===== config.mk =====
export PLATFORM = sky130hd
export DESIGN_NAME = tmr_core
export DESIGN_NICKNAME = d
export VERILOG_FILES = /design/src/core/tmr_core.v
export VERILOG_INCLUDE_DIRS = /design/src /design/src/pkg
export SDC_FILE = /design/constraint.sdc
export NUM_CORES = 1
export LEC_CHECK = 0
export BUFFER_PORTS_ARGS = -buffer_cell sky130_fd_sc_hd__buf_4
export CAP_MARGIN = 20
export CORE_ASPECT_RATIO = 0.8
export CORE_MARGIN = 5
export CORE_UTILIZATION = 58
export DETAILED_ROUTE_END_ITERATION = 12
export PLACE_DENSITY = 0.91
export SLEW_MARGIN = 30
export SYNTH_ARGS = -nofsm -noshare
export SYNTH_HDL_FRONTEND = slang
export SYNTH_SLANG_ARGS = --single-unit

===== constraint.sdc =====
create_clock -name CLK -period 4.3 [get_ports CLK]
set_clock_uncertainty 0.1 [all_clocks]
set_input_delay 0.43 -clock CLK [delete_from_list [all_inputs] [get_ports CLK]]
set_output_delay 0.43 -clock CLK [all_outputs]
set_load 0.01 [all_outputs]

===== src/pkg/tmr_defs.vh =====
// constants for the pulse/capture timer block
`ifndef TMR_DEFS_VH
`define TMR_DEFS_VH

// register byte offsets
`define OFS_RUN        8'h00
`define OFS_CTRL       8'h04
`define OFS_COUNT      8'h08
`define OFS_CMPA       8'h0C
`define OFS_PERIOD     8'h10
`define OFS_FLAGS      8'h14

// timer_control_1 field positions
`define CTL_CLR_BIT    0
`define CTL_DPX_BIT    1
`define CTL_POL_BIT    2
`define CTL_OC_BIT     3
`define CTL_IO_LO      4
`define CTL_IO_HI      5
`define CTL_M_LO       6
`define CTL_M_HI       7
`define CTL_W          8

// flag positions
`define FLG_A_BIT      0
`define FLG_P_BIT      1

// reset values
`define RST_CTRL       8'h00
`define RST_RUN        1'b0

// mode_select codes
`define MODE_CMP       2'h0
`define MODE_CAP       2'h1
`define MODE_PWM       2'h2
`define MODE_TMR       2'h3

// pin_action_select codes
`define IO_0           2'h0
`define IO_1           2'h1
`define IO_2           2'h2
`define IO_3           2'h3

`endif

===== src/core/tmr_core.v =====
// standard timer: compare, pwm, single pulse and capture modes with apb
//
// Added by the designer: register access over APB and the placing of the registers.
`timescale 1ns/1ps
`default_nettype none
`include "tmr_defs.vh"

module tmr_core #(
   parameter CNT_W = 16
) (
   // clock and reset
   input  wire        CLK,
   input  wire        SYS_RST,
   // apb slave
   input  wire        PSEL,
   input  wire        PENABLE,
   input  wire        PWRITE,
   input  wire [7:0]  PADDR,
   input  wire [31:0] PWDATA,
   output reg  [31:0] PRDATA,
   output reg         PREADY,
   output reg         PSLVERR,
   // timer pins
   input  wire        COUNT_TICK,
   input  wire        EXT_TRIGGER_PIN,
   input  wire        CAPTURE_PIN_0,
   input  wire        CAPTURE_PIN_1,
   output reg         TIMER_OUT
);

   localparam [CNT_W-1:0] CNT_MAX  = {CNT_W{1'b1}};
   localparam [CNT_W-1:0] CNT_ZERO = {CNT_W{1'b0}};

   // software visible state
   reg              run_control_q;
   reg              run_prev_q;
   reg [`CTL_W-1:0] timer_control_1_q;
   reg [CNT_W-1:0]  count_q;
   reg [CNT_W-1:0]  compare_a_value_q;
   reg [CNT_W-1:0]  period_value_q;
   reg              match_a_flag_q;
   reg              match_p_flag_q;
   // pin history for edge detection
   reg              trig_prev_q;
   reg              cap0_prev_q;
   reg              cap1_prev_q;
   reg              pwm_wave_q;

   wire [1:0] mode_select       = {timer_control_1_q[`CTL_M_HI],
                                   timer_control_1_q[`CTL_M_LO]};
   wire [1:0] pin_action_select = {timer_control_1_q[`CTL_IO_HI],
                                   timer_control_1_q[`CTL_IO_LO]};
   wire clear_select    = timer_control_1_q[`CTL_CLR_BIT];
   wire duty_swap       = timer_control_1_q[`CTL_DPX_BIT];
   wire polarity_invert = timer_control_1_q[`CTL_POL_BIT];
   wire initial_level   = timer_control_1_q[`CTL_OC_BIT];

   wire single_mode = (mode_select == `MODE_PWM) &&
                      (pin_action_select == `IO_3);
   wire pwm_mode    = (mode_select == `MODE_PWM) && !single_mode;
   wire cap_mode    = (mode_select == `MODE_CAP);
   wire cmp_like    = (mode_select == `MODE_CMP) ||
                      (mode_select == `MODE_TMR);

   // apb decode
   wire apb_wr = PSEL && PENABLE && PREADY && PWRITE;
   wire wr_run    = apb_wr && (PADDR == `OFS_RUN);
   wire wr_ctrl   = apb_wr && (PADDR == `OFS_CTRL);
   wire wr_cmpa   = apb_wr && (PADDR == `OFS_CMPA);
   wire wr_period = apb_wr && (PADDR == `OFS_PERIOD);
   wire wr_flags  = apb_wr && (PADDR == `OFS_FLAGS);

   // counter events
   wire run_rise  = run_control_q && !run_prev_q;
   wire counting  = run_control_q && !run_rise && COUNT_TICK;
   wire a_equal   = (count_q == compare_a_value_q);
   // a zero period lets the counter run to its top value
   wire p_top     = (period_value_q == CNT_ZERO);
   wire p_equal   = p_top ? (count_q == CNT_MAX)
                          : (count_q == period_value_q);
   // pwm: duty_swap exchanges the roles of the two compare values
   wire [CNT_W-1:0] pwm_period = duty_swap ? compare_a_value_q
                                           : period_value_q;
   wire [CNT_W-1:0] pwm_duty   = duty_swap ? period_value_q
                                           : compare_a_value_q;
   wire pwm_end = (pwm_period == CNT_ZERO) ? (count_q == CNT_MAX)
                                           : (count_q == pwm_period);

   wire a_hit = counting && a_equal && !cap_mode;
   wire p_hit = counting && p_equal && !single_mode;

   // capture edge selection
   wire rise0 = CAPTURE_PIN_0 && !cap0_prev_q;
   wire fall0 = !CAPTURE_PIN_0 && cap0_prev_q;
   wire rise1 = CAPTURE_PIN_1 && !cap1_prev_q;
   wire fall1 = !CAPTURE_PIN_1 && cap1_prev_q;
   reg  cap_edge;
   always @* begin
      case (pin_action_select)
         `IO_0:   cap_edge = rise0 || rise1;
         `IO_1:   cap_edge = fall0 || fall1;
         `IO_2:   cap_edge = rise0 || rise1 || fall0 || fall1;
         `IO_3:   cap_edge = 1'b0;
         default: cap_edge = 1'b0;
      endcase
   end
   // pin direction is not consulted, so driven edges capture too
   wire capture = cap_mode && run_control_q && cap_edge;

   wire trig_edge = EXT_TRIGGER_PIN && !trig_prev_q;

   // counter clear conditions per mode
   reg clear_cnt;
   always @* begin
      clear_cnt = 1'b0;
      if (cmp_like) begin
         clear_cnt = clear_select ? (counting && a_equal) : p_hit;
      end else if (pwm_mode) begin
         clear_cnt = counting && pwm_end;
      end else if (cap_mode) begin
         clear_cnt = p_hit;
      end
   end

   // run_control: software write, hardware clear, trigger set
   reg run_d;
   always @* begin
      run_d = run_control_q;
      if (wr_run) begin
         run_d = PWDATA[0];
      end
      if (single_mode && a_hit) begin
         run_d = 1'b0;
      end
      if (single_mode && trig_edge) begin
         run_d = 1'b1;
      end
   end

   always @(posedge CLK) begin
      if (SYS_RST) begin
         run_control_q <= `RST_RUN;
         run_prev_q    <= `RST_RUN;
      end else begin
         run_control_q <= run_d;
         run_prev_q    <= run_control_q;
      end
   end

   // counter
   always @(posedge CLK) begin
      if (SYS_RST) begin
         count_q <= CNT_ZERO;
      end else if (run_rise) begin
         count_q <= CNT_ZERO;
      end else if (counting) begin
         if (clear_cnt) begin
            count_q <= CNT_ZERO;
         end else begin
            count_q <= count_q + {{(CNT_W-1){1'b0}}, 1'b1};
         end
      end
   end

   // control, compare values and pin history
   always @(posedge CLK) begin
      if (SYS_RST) begin
         timer_control_1_q <= `RST_CTRL;
         compare_a_value_q <= CNT_ZERO;
         period_value_q    <= CNT_ZERO;
         trig_prev_q       <= 1'b0;
         cap0_prev_q       <= 1'b0;
         cap1_prev_q       <= 1'b0;
      end else begin
         trig_prev_q <= EXT_TRIGGER_PIN;
         cap0_prev_q <= CAPTURE_PIN_0;
         cap1_prev_q <= CAPTURE_PIN_1;
         if (wr_ctrl) begin
            timer_control_1_q <= PWDATA[`CTL_W-1:0];
         end
         if (capture) begin
            compare_a_value_q <= count_q;
         end else if (wr_cmpa) begin
            compare_a_value_q <= PWDATA[CNT_W-1:0];
         end
         if (wr_period) begin
            period_value_q <= PWDATA[CNT_W-1:0];
         end
      end
   end

   // flags: write one to clear, a new event wins over the clear
   wire set_a = a_hit || capture;
   wire set_p = p_hit && !(cmp_like && clear_select);
   always @(posedge CLK) begin
      if (SYS_RST) begin
         match_a_flag_q <= 1'b0;
         match_p_flag_q <= 1'b0;
      end else begin
         if (set_a) begin
            match_a_flag_q <= 1'b1;
         end else if (wr_flags && PWDATA[`FLG_A_BIT]) begin
            match_a_flag_q <= 1'b0;
         end
         if (set_p) begin
            match_p_flag_q <= 1'b1;
         end else if (wr_flags && PWDATA[`FLG_P_BIT]) begin
            match_p_flag_q <= 1'b0;
         end
      end
   end

   // internal pwm wave runs whatever the pin action forces
   always @(posedge CLK) begin
      if (SYS_RST) begin
         pwm_wave_q <= 1'b0;
      end else begin
         pwm_wave_q <= run_control_q && (count_q < pwm_duty);
      end
   end

   // output pin
   reg out_d;
   reg cmp_level_q;
   always @(posedge CLK) begin
      if (SYS_RST) begin
         cmp_level_q <= 1'b0;
      end else if (run_rise) begin
         cmp_level_q <= initial_level;
      end else if (a_hit && cmp_like) begin
         case (pin_action_select)
            `IO_0:   cmp_level_q <= cmp_level_q;
            `IO_1:   cmp_level_q <= 1'b0;
            `IO_2:   cmp_level_q <= 1'b1;
            `IO_3:   cmp_level_q <= !cmp_level_q;
            default: cmp_level_q <= cmp_level_q;
         endcase
      end
   end

   always @* begin
      out_d = 1'b0;
      if (single_mode) begin
         // pulse active while run is high; active level is initial_level xor polarity_invert
         out_d = (run_control_q ? initial_level : !initial_level)
                 ^ polarity_invert;
      end else if (pwm_mode) begin
         case (pin_action_select)
            `IO_0:   out_d = 1'b0 ^ polarity_invert;
            `IO_1:   out_d = 1'b1 ^ polarity_invert;
            default: out_d = (pwm_wave_q ? initial_level : !initial_level)
                             ^ polarity_invert;
         endcase
      end else if (mode_select == `MODE_CMP) begin
         out_d = cmp_level_q;
      end else begin
         out_d = 1'b0;
      end
   end

   always @(posedge CLK) begin
      if (SYS_RST) begin
         TIMER_OUT <= 1'b0;
      end else begin
         TIMER_OUT <= out_d;
      end
   end

   // apb read path and ready, all registered at the setup cycle
   reg [31:0] rdata_d;
   reg        hit_d;
   always @* begin
      rdata_d = 32'h0000_0000;
      hit_d   = 1'b1;
      case (PADDR)
         `OFS_RUN:    rdata_d = {31'h0000_0000, run_control_q};
         `OFS_CTRL:   rdata_d = {24'h00_0000, timer_control_1_q};
         `OFS_COUNT:  rdata_d = {{(32-CNT_W){1'b0}}, count_q};
         `OFS_CMPA:   rdata_d = {{(32-CNT_W){1'b0}}, compare_a_value_q};
         `OFS_PERIOD: rdata_d = {{(32-CNT_W){1'b0}}, period_value_q};
         `OFS_FLAGS:  rdata_d = {30'h0000_0000, match_p_flag_q,
                                 match_a_flag_q};
         default:     hit_d   = 1'b0;
      endcase
   end

   wire setup = PSEL && !PENABLE;
   always @(posedge CLK) begin
      if (SYS_RST) begin
         PRDATA  <= 32'h0000_0000;
         PREADY  <= 1'b0;
         PSLVERR <= 1'b0;
      end else begin
         PREADY  <= setup;
         PSLVERR <= setup && !hit_d;
         if (setup && !PWRITE) begin
            PRDATA <= rdata_d;
         end else if (!PSEL) begin
            PRDATA <= 32'h0000_0000;
         end
      end
   end

endmodule
`default_nettype wire


; Word-level counts from Yosys, hierarchy flattened
; Cells that the tools add are included.
[totals]
ff_bits = 100
input_bits = 49
word_cells = 141
output_inout_bits = 35
[classes]
n_bitwise = 3
reduce_logical = 70
eq_ne = 17
n_lt_le_gt_ge = 1
add_sub_neg = 1
n_mux = 32
[op_table]
columns = cell, n
row1 = $pmux W16 S6, 1
row2 = $mux W16, 5
row3 = $mux W32, 2
row4 = $eq A16 B16 Y1, 3
row5 = $logic_and A1 B1 Y1, 36
row6 = $logic_not A16 Y1, 2
row7 = $mux W1, 21
row8 = $add A16 B1 Y16 const B, 1
row9 = $eq A16 B16 Y1 const B, 1
row10 = $eq A8 B4 Y1 const B, 2
row11 = $eq A8 B5 Y1 const B, 2
row12 = $lt A16 B16 Y1, 1
row13 = $logic_not A1 Y1, 15
row14 = $eq A2 B2 Y1 const B, 4
row15 = $eq A8 B3 Y1 const B, 1
row16 = $logic_not A8 Y1, 1
row17 = $reduce_bool A2 Y1, 4
row18 = $logic_or A1 B1 Y1, 6
row19 = $reduce_or A6 Y1, 1
row20 = $eq A2 B1 Y1 const B, 2
row21 = $logic_not A2 Y1, 2
row22 = $pmux W1 S4, 1
row23 = $pmux W1 S3, 1
row24 = $reduce_bool A3 Y1, 1
row25 = 7 further kinds, 8

; Longest topological paths before layout
[logic_depth]
depth_word = 11
depth_mapped = 13
mapped_depth_nobuf = 9

; Least setup slack after synthesis
; No wires, ideal clock.
[synth_path]
kind = register -> register
start = register timer_control_1_q[1]
end = register pwm_wave_q
stages_incl_launch_ff = 14
setup_ns = 0.096
required_time_ns = 4.104
arrival_ns = 3.079
n_path_buf = 4
period_less_slack_ns = 3.275
slack_ns = 1.025
cell_sequence = dfxtp_1 > buf_2 > buf_2 > buf_4 > buf_1 > mux2i_1 > ha_1 > a21o_1 > a21o_1 > a21oi_1 > nor2_1 > a2111oi_0 > nor2_1 > nor4b_1
[synth_via]
elab_chain_len = 3
[synth_lines]
columns = item, line
row1 = start: declaration, tmr_core.v:37  ; reg [`CTL_W-1:0] timer_control_1_q;
row2 = start signal: assignment, tmr_core.v:168  ; timer_control_1_q <= `RST_CTRL;
row3 = start signal: assignment, tmr_core.v:179  ; timer_control_1_q <= PWDATA[`CTL_W-1:0];
row4 = $mux W16, tmr_core.v:84  ; wire [CNT_W-1:0] pwm_duty = duty_swap ? period_value_q
row5 = $lt A16 B16 Y1, tmr_core.v:218  ; pwm_wave_q <= run_control_q && (count_q < pwm_duty);
row6 = $logic_and A1 B1 Y1, tmr_core.v:218
row7 = end signal: assignment, tmr_core.v:218
row8 = end: declaration, tmr_core.v:47  ; reg pwm_wave_q;
; Every way passes these cells.
; A chain may end at the register's enable or synchronous reset.

; Worst setup path in the final report
[layout_path]
start = register timer_control_1_q[1]
end = register count_q[3]
[layout_via]
elab_chain_len = 7
word_cells_on_any_way = 8
cone_classes = 1 x eq/ne / 5 x mux / 2 x reduce/logical
[layout_lines]
columns = item, line
row1 = $mux W16 *, tmr_core.v:82  ; wire [CNT_W-1:0] pwm_period = duty_swap ? compare_a_value_q
row2 = $eq A16 B16 Y1 or $logic_not A16 Y1 (tied branches), "tmr_core.v:87, tmr_core.v:86"
row3 = $mux W1 *, tmr_core.v:86  ; wire pwm_end = (pwm_period == CNT_ZERO) ? (count_q == CNT_MAX)
row4 = $logic_and A1 B1 Y1 *, tmr_core.v:119  ; clear_cnt = counting && pwm_end;
row5 = $mux W1 *, tmr_core.v:118  ; end else if (pwm_mode) begin
row6 = $mux W1 *, tmr_core.v:116  ; if (cmp_like) begin
row7 = $mux W16 *, tmr_core.v:157  ; if (clear_cnt) begin
row8 = end signal: assignment, tmr_core.v:160  ; count_q <= count_q + {{(CNT_W-1){1'b0}}, 1'b1};
row9 = end: declaration, tmr_core.v:38  ; reg [CNT_W-1:0] count_q;
; Mark *: on every way between the ends. The rest lies on a longest branch, timed or not.

==> key figures <==
Outcome
  – Status: finished, final reports clean

Cells and area
  – Final Util: 0.666
  – Share of cells above drive strength 1: 0.118
  – Non-Filler Instances: between 700 and 800
  – NumNets Final: ~740
  – Most frequent cells in the layout: dfxtp_1 (83), mux2i_1 (83), nor2_1 (81), buf_4 (57), xor2_1 (51)
  – Syn-to-layout area delta: 10.4%
  – Ant diodes: 0

Floorplanning
  – Die W: approximately 120 um
  – IO Pins: 84
  – Starting Density: 0.603
  – Die area: roughly 12000 um2
  – Core area: roughly 9000 um2
  – Die span in y: between 90 and 100 um
  – FP Rows: 31

Power and ir drop
  – PD cells: approximately 270 nW/um2
  – Leakage: around 2.4 nW
  – Maximum vdd drop: around 190 uV

Synthesis
  – Post-Synth XOR/XNOR Area: 0.105
  – Post-synthesis adder-cell area fraction: 0.0521
  – Gate Count Post-Synth: about 650
  – Largest family of logic cells by synthesized area: simple AND/OR/NAND/NOR gates
  – Syn Area/Cell: 8.48 um2
  – Synth Area in Compound Gates: 0.127
  – Synthesized flop and latch total: 84
  – Netlist Area Pre-Place: between 5000 and 6000 um2
  – Top_reg_cell synth: dfxtp_1
  – Simple-Gate Fraction of Synth Area: 0.189
  – Yosys warning count: 0
  – Async S/R FF share, synth: 0
  – Post-synth EDFFs: 0
  – Unique masters post-synth: 50
  – Register area share after synthesis: 0.305
  – Mux cell area share after synthesis: 0.150

Global route
  – Via count of the first global-routing pass: between 4k and 5k
  – GRT Total Usage: 0.266
  – Largest net degree at the start of global routing: 68
  – Gr ovfl total: 0
  – First-pass GRT wire length: ~25000 um
  – Initial antenna violation count: 0

Worst hold path
  – Hold Path Stages: 2
  – Hold Path Class: in2reg

STA
  – Max-slew headroom: 0.343
  – Fmax: about 0.31 GHz
  – Final-report hold violation count: 0
  – Unrepaired setup endpoints after global routing: no
  – Setup violations, final: 0
  – Total negative slack: 0 ps
  – Final period util: 0.738
  – Fin crit period: 3170 ps
  – Slew @ Worst Pin: 984 ps
  – Final Max Tran Viols: 0

Place
  – Port bufs: slightly above 50
  – Post-Place Cells: between 700 and 800
  – DP HPWL: roughly 11000 um
  – Routability congestion estimate: around 0.93

Clock network
  – Reg clk slew, reported paths: around 70 ps
  – Clock buffer depth: 2
  – CTS Root Cell: clkbuf_16
  – CTS resizes: 0
  – CTS Sinks: 84
  – Clock latency on the worst-skew pair: between 300 and 400 ps
  – H-tree depth: 3
  – Post-CTS setup buffers: 0
  – CTS tree: yes
  – Hold-fix buffers, CTS: 0
  – Inserted Clock Buffers: 9

Detailed routing
  – Drt drc: 0
  – Antenna Nets Post-Route: 0
  – Vias: 5142
  – Vias per inst: approximately 6.5
  – Initial drt markers: ~600
  – WL/cell: about 20 um
  – First-pass DRT Iterations: 8
  – DRT Wirelength: 15800 um

Worst setup path
  – Startpoint Class: register
  – CP Max Fanout: 19
  – Setup Crit Path Kind: reg2reg
  – Req. time, crit path: 4410 ps
  – Worst R2R Path Depth: 8
  – Data arrival, critical path: 3280 ps
  – CP endpoint kind: register

Run
  – Max-cap violations: 0
power breakdown:
part | leakage, nW | total [mW] | switching (mW) | internal, mW
logic | 1.62 | 0.0747 | 0.0456 | 0.0292
clock network | 0.140 | 0.771 | 0.365 | 0.406
registers | 0.678 | 0.781 | 0.000994 | 0.780
total | 2.43 | 1.63 | 0.412 | 1.21
worst max-delay path: stages (launching register included):
cell     delay, ps
dfxtp_2        670
buf_4          420
mux2i_1        270
xor2_1         170
nand4_1        160
nor4_1         310
nand4_1        200
a22oi_2        590
nor2_1         120
cell usage after synthesis, types with 5 or more instances:
library cell,count,share of area
and3_1,8,0.0091
ha_1,23,0.052
clkbuf_1,24,0.016
nand4_1,15,0.017
mux2i_1,83,0.15
o21ai_0,27,0.024
a21oi_1,17,0.015
a22oi_1,22,0.030
inv_1,13,0.0088
nor4_1,18,0.020
xor2_1,51,0.081
xnor2_1,15,0.024
a211oi_1,17,0.023
buf_4,18,0.024
nand2b_1,5,0.0057
nand2_1,38,0.026
nor2b_1,5,0.0057
nor2_1,81,0.055
nand3_1,23,0.021
dfxtp_1,84,0.30
buf_2,15,0.014
and4_1,5,0.0079
final cells by class:
class / instances / area, um2
clock inverters: 6 / 55.1
fillers: 687 / 3060
flip-flops and latches: 84 / 1680
multi-input cells: 506 / 3510
inverters: 13 / 48.8
repair buffers: 57 / 428
well taps: 115 / 144
clock buffers: 10 / 229
sequential cells by signal, summed over array words and instances, names as in the netlist:
register           flops
PRDATA                16
PREADY                 1
PSLVERR                1
TIMER_OUT              1
cap0_prev_q            1
cap1_prev_q            1
cmp_level_q            1
compare_a_value_q     16
count_q               16
match_a_flag_q         1
match_p_flag_q         1
period_value_q        16
pwm_wave_q             1
run_control_q          1
run_prev_q             1
timer_control_1_q      8
trig_prev_q            1
cells by family after synthesis:
| kind of cell | Yosys count |
|---|---|
| xor+xnor | 66 |
| fa+ha+maj | 23 |
| compound gates | 106 |
| simple gates | 212 |
| buf+inv | 76 |
| other cells | 1 |
| mux | 83 |
| flops | 84 |
per-stage QoR:
| step | worst slack, ps | power (mW) | hold WS, ps | instance area, um2 |
|---|---|---|---|---|
| 6_report | 1130 | 1.63 | 211 | 6100 |
| 4_1_cts | 1180 | 1.62 | 209 | 6090 |
| 3_5_place_dp | 1200 | 0.870 | 407 | 5800 |
| 2_1_floorplan | 1030 | 0.846 | 350 | 5580 |
| 5_1_grt | 914 | 1.67 | 219 | 6100 |
| 3_3_place_gp | 1300 | 0.868 | 363 | 5800 |
layer usage:
layer	routed length, um	up-vias	track usage
li1	-	2312	-
met1	6450	2450	0.343
met2	7310	323	0.429
met3	1580	57	0.0646
met4	433	0	0.101
met5	0	-	0
final timing paths:
kind | to | from | slack [ps]
max | count_q[3] | timer_control_1_q[1] | 1130
min | cap1_prev_q | CAPTURE_PIN_1 | 210
min reg2reg | PRDATA[8] | PRDATA[8] | 430
max reg2reg | count_q[3] | timer_control_1_q[1] | 1130
Note: power is estimated with default switching activity, not from simulation.
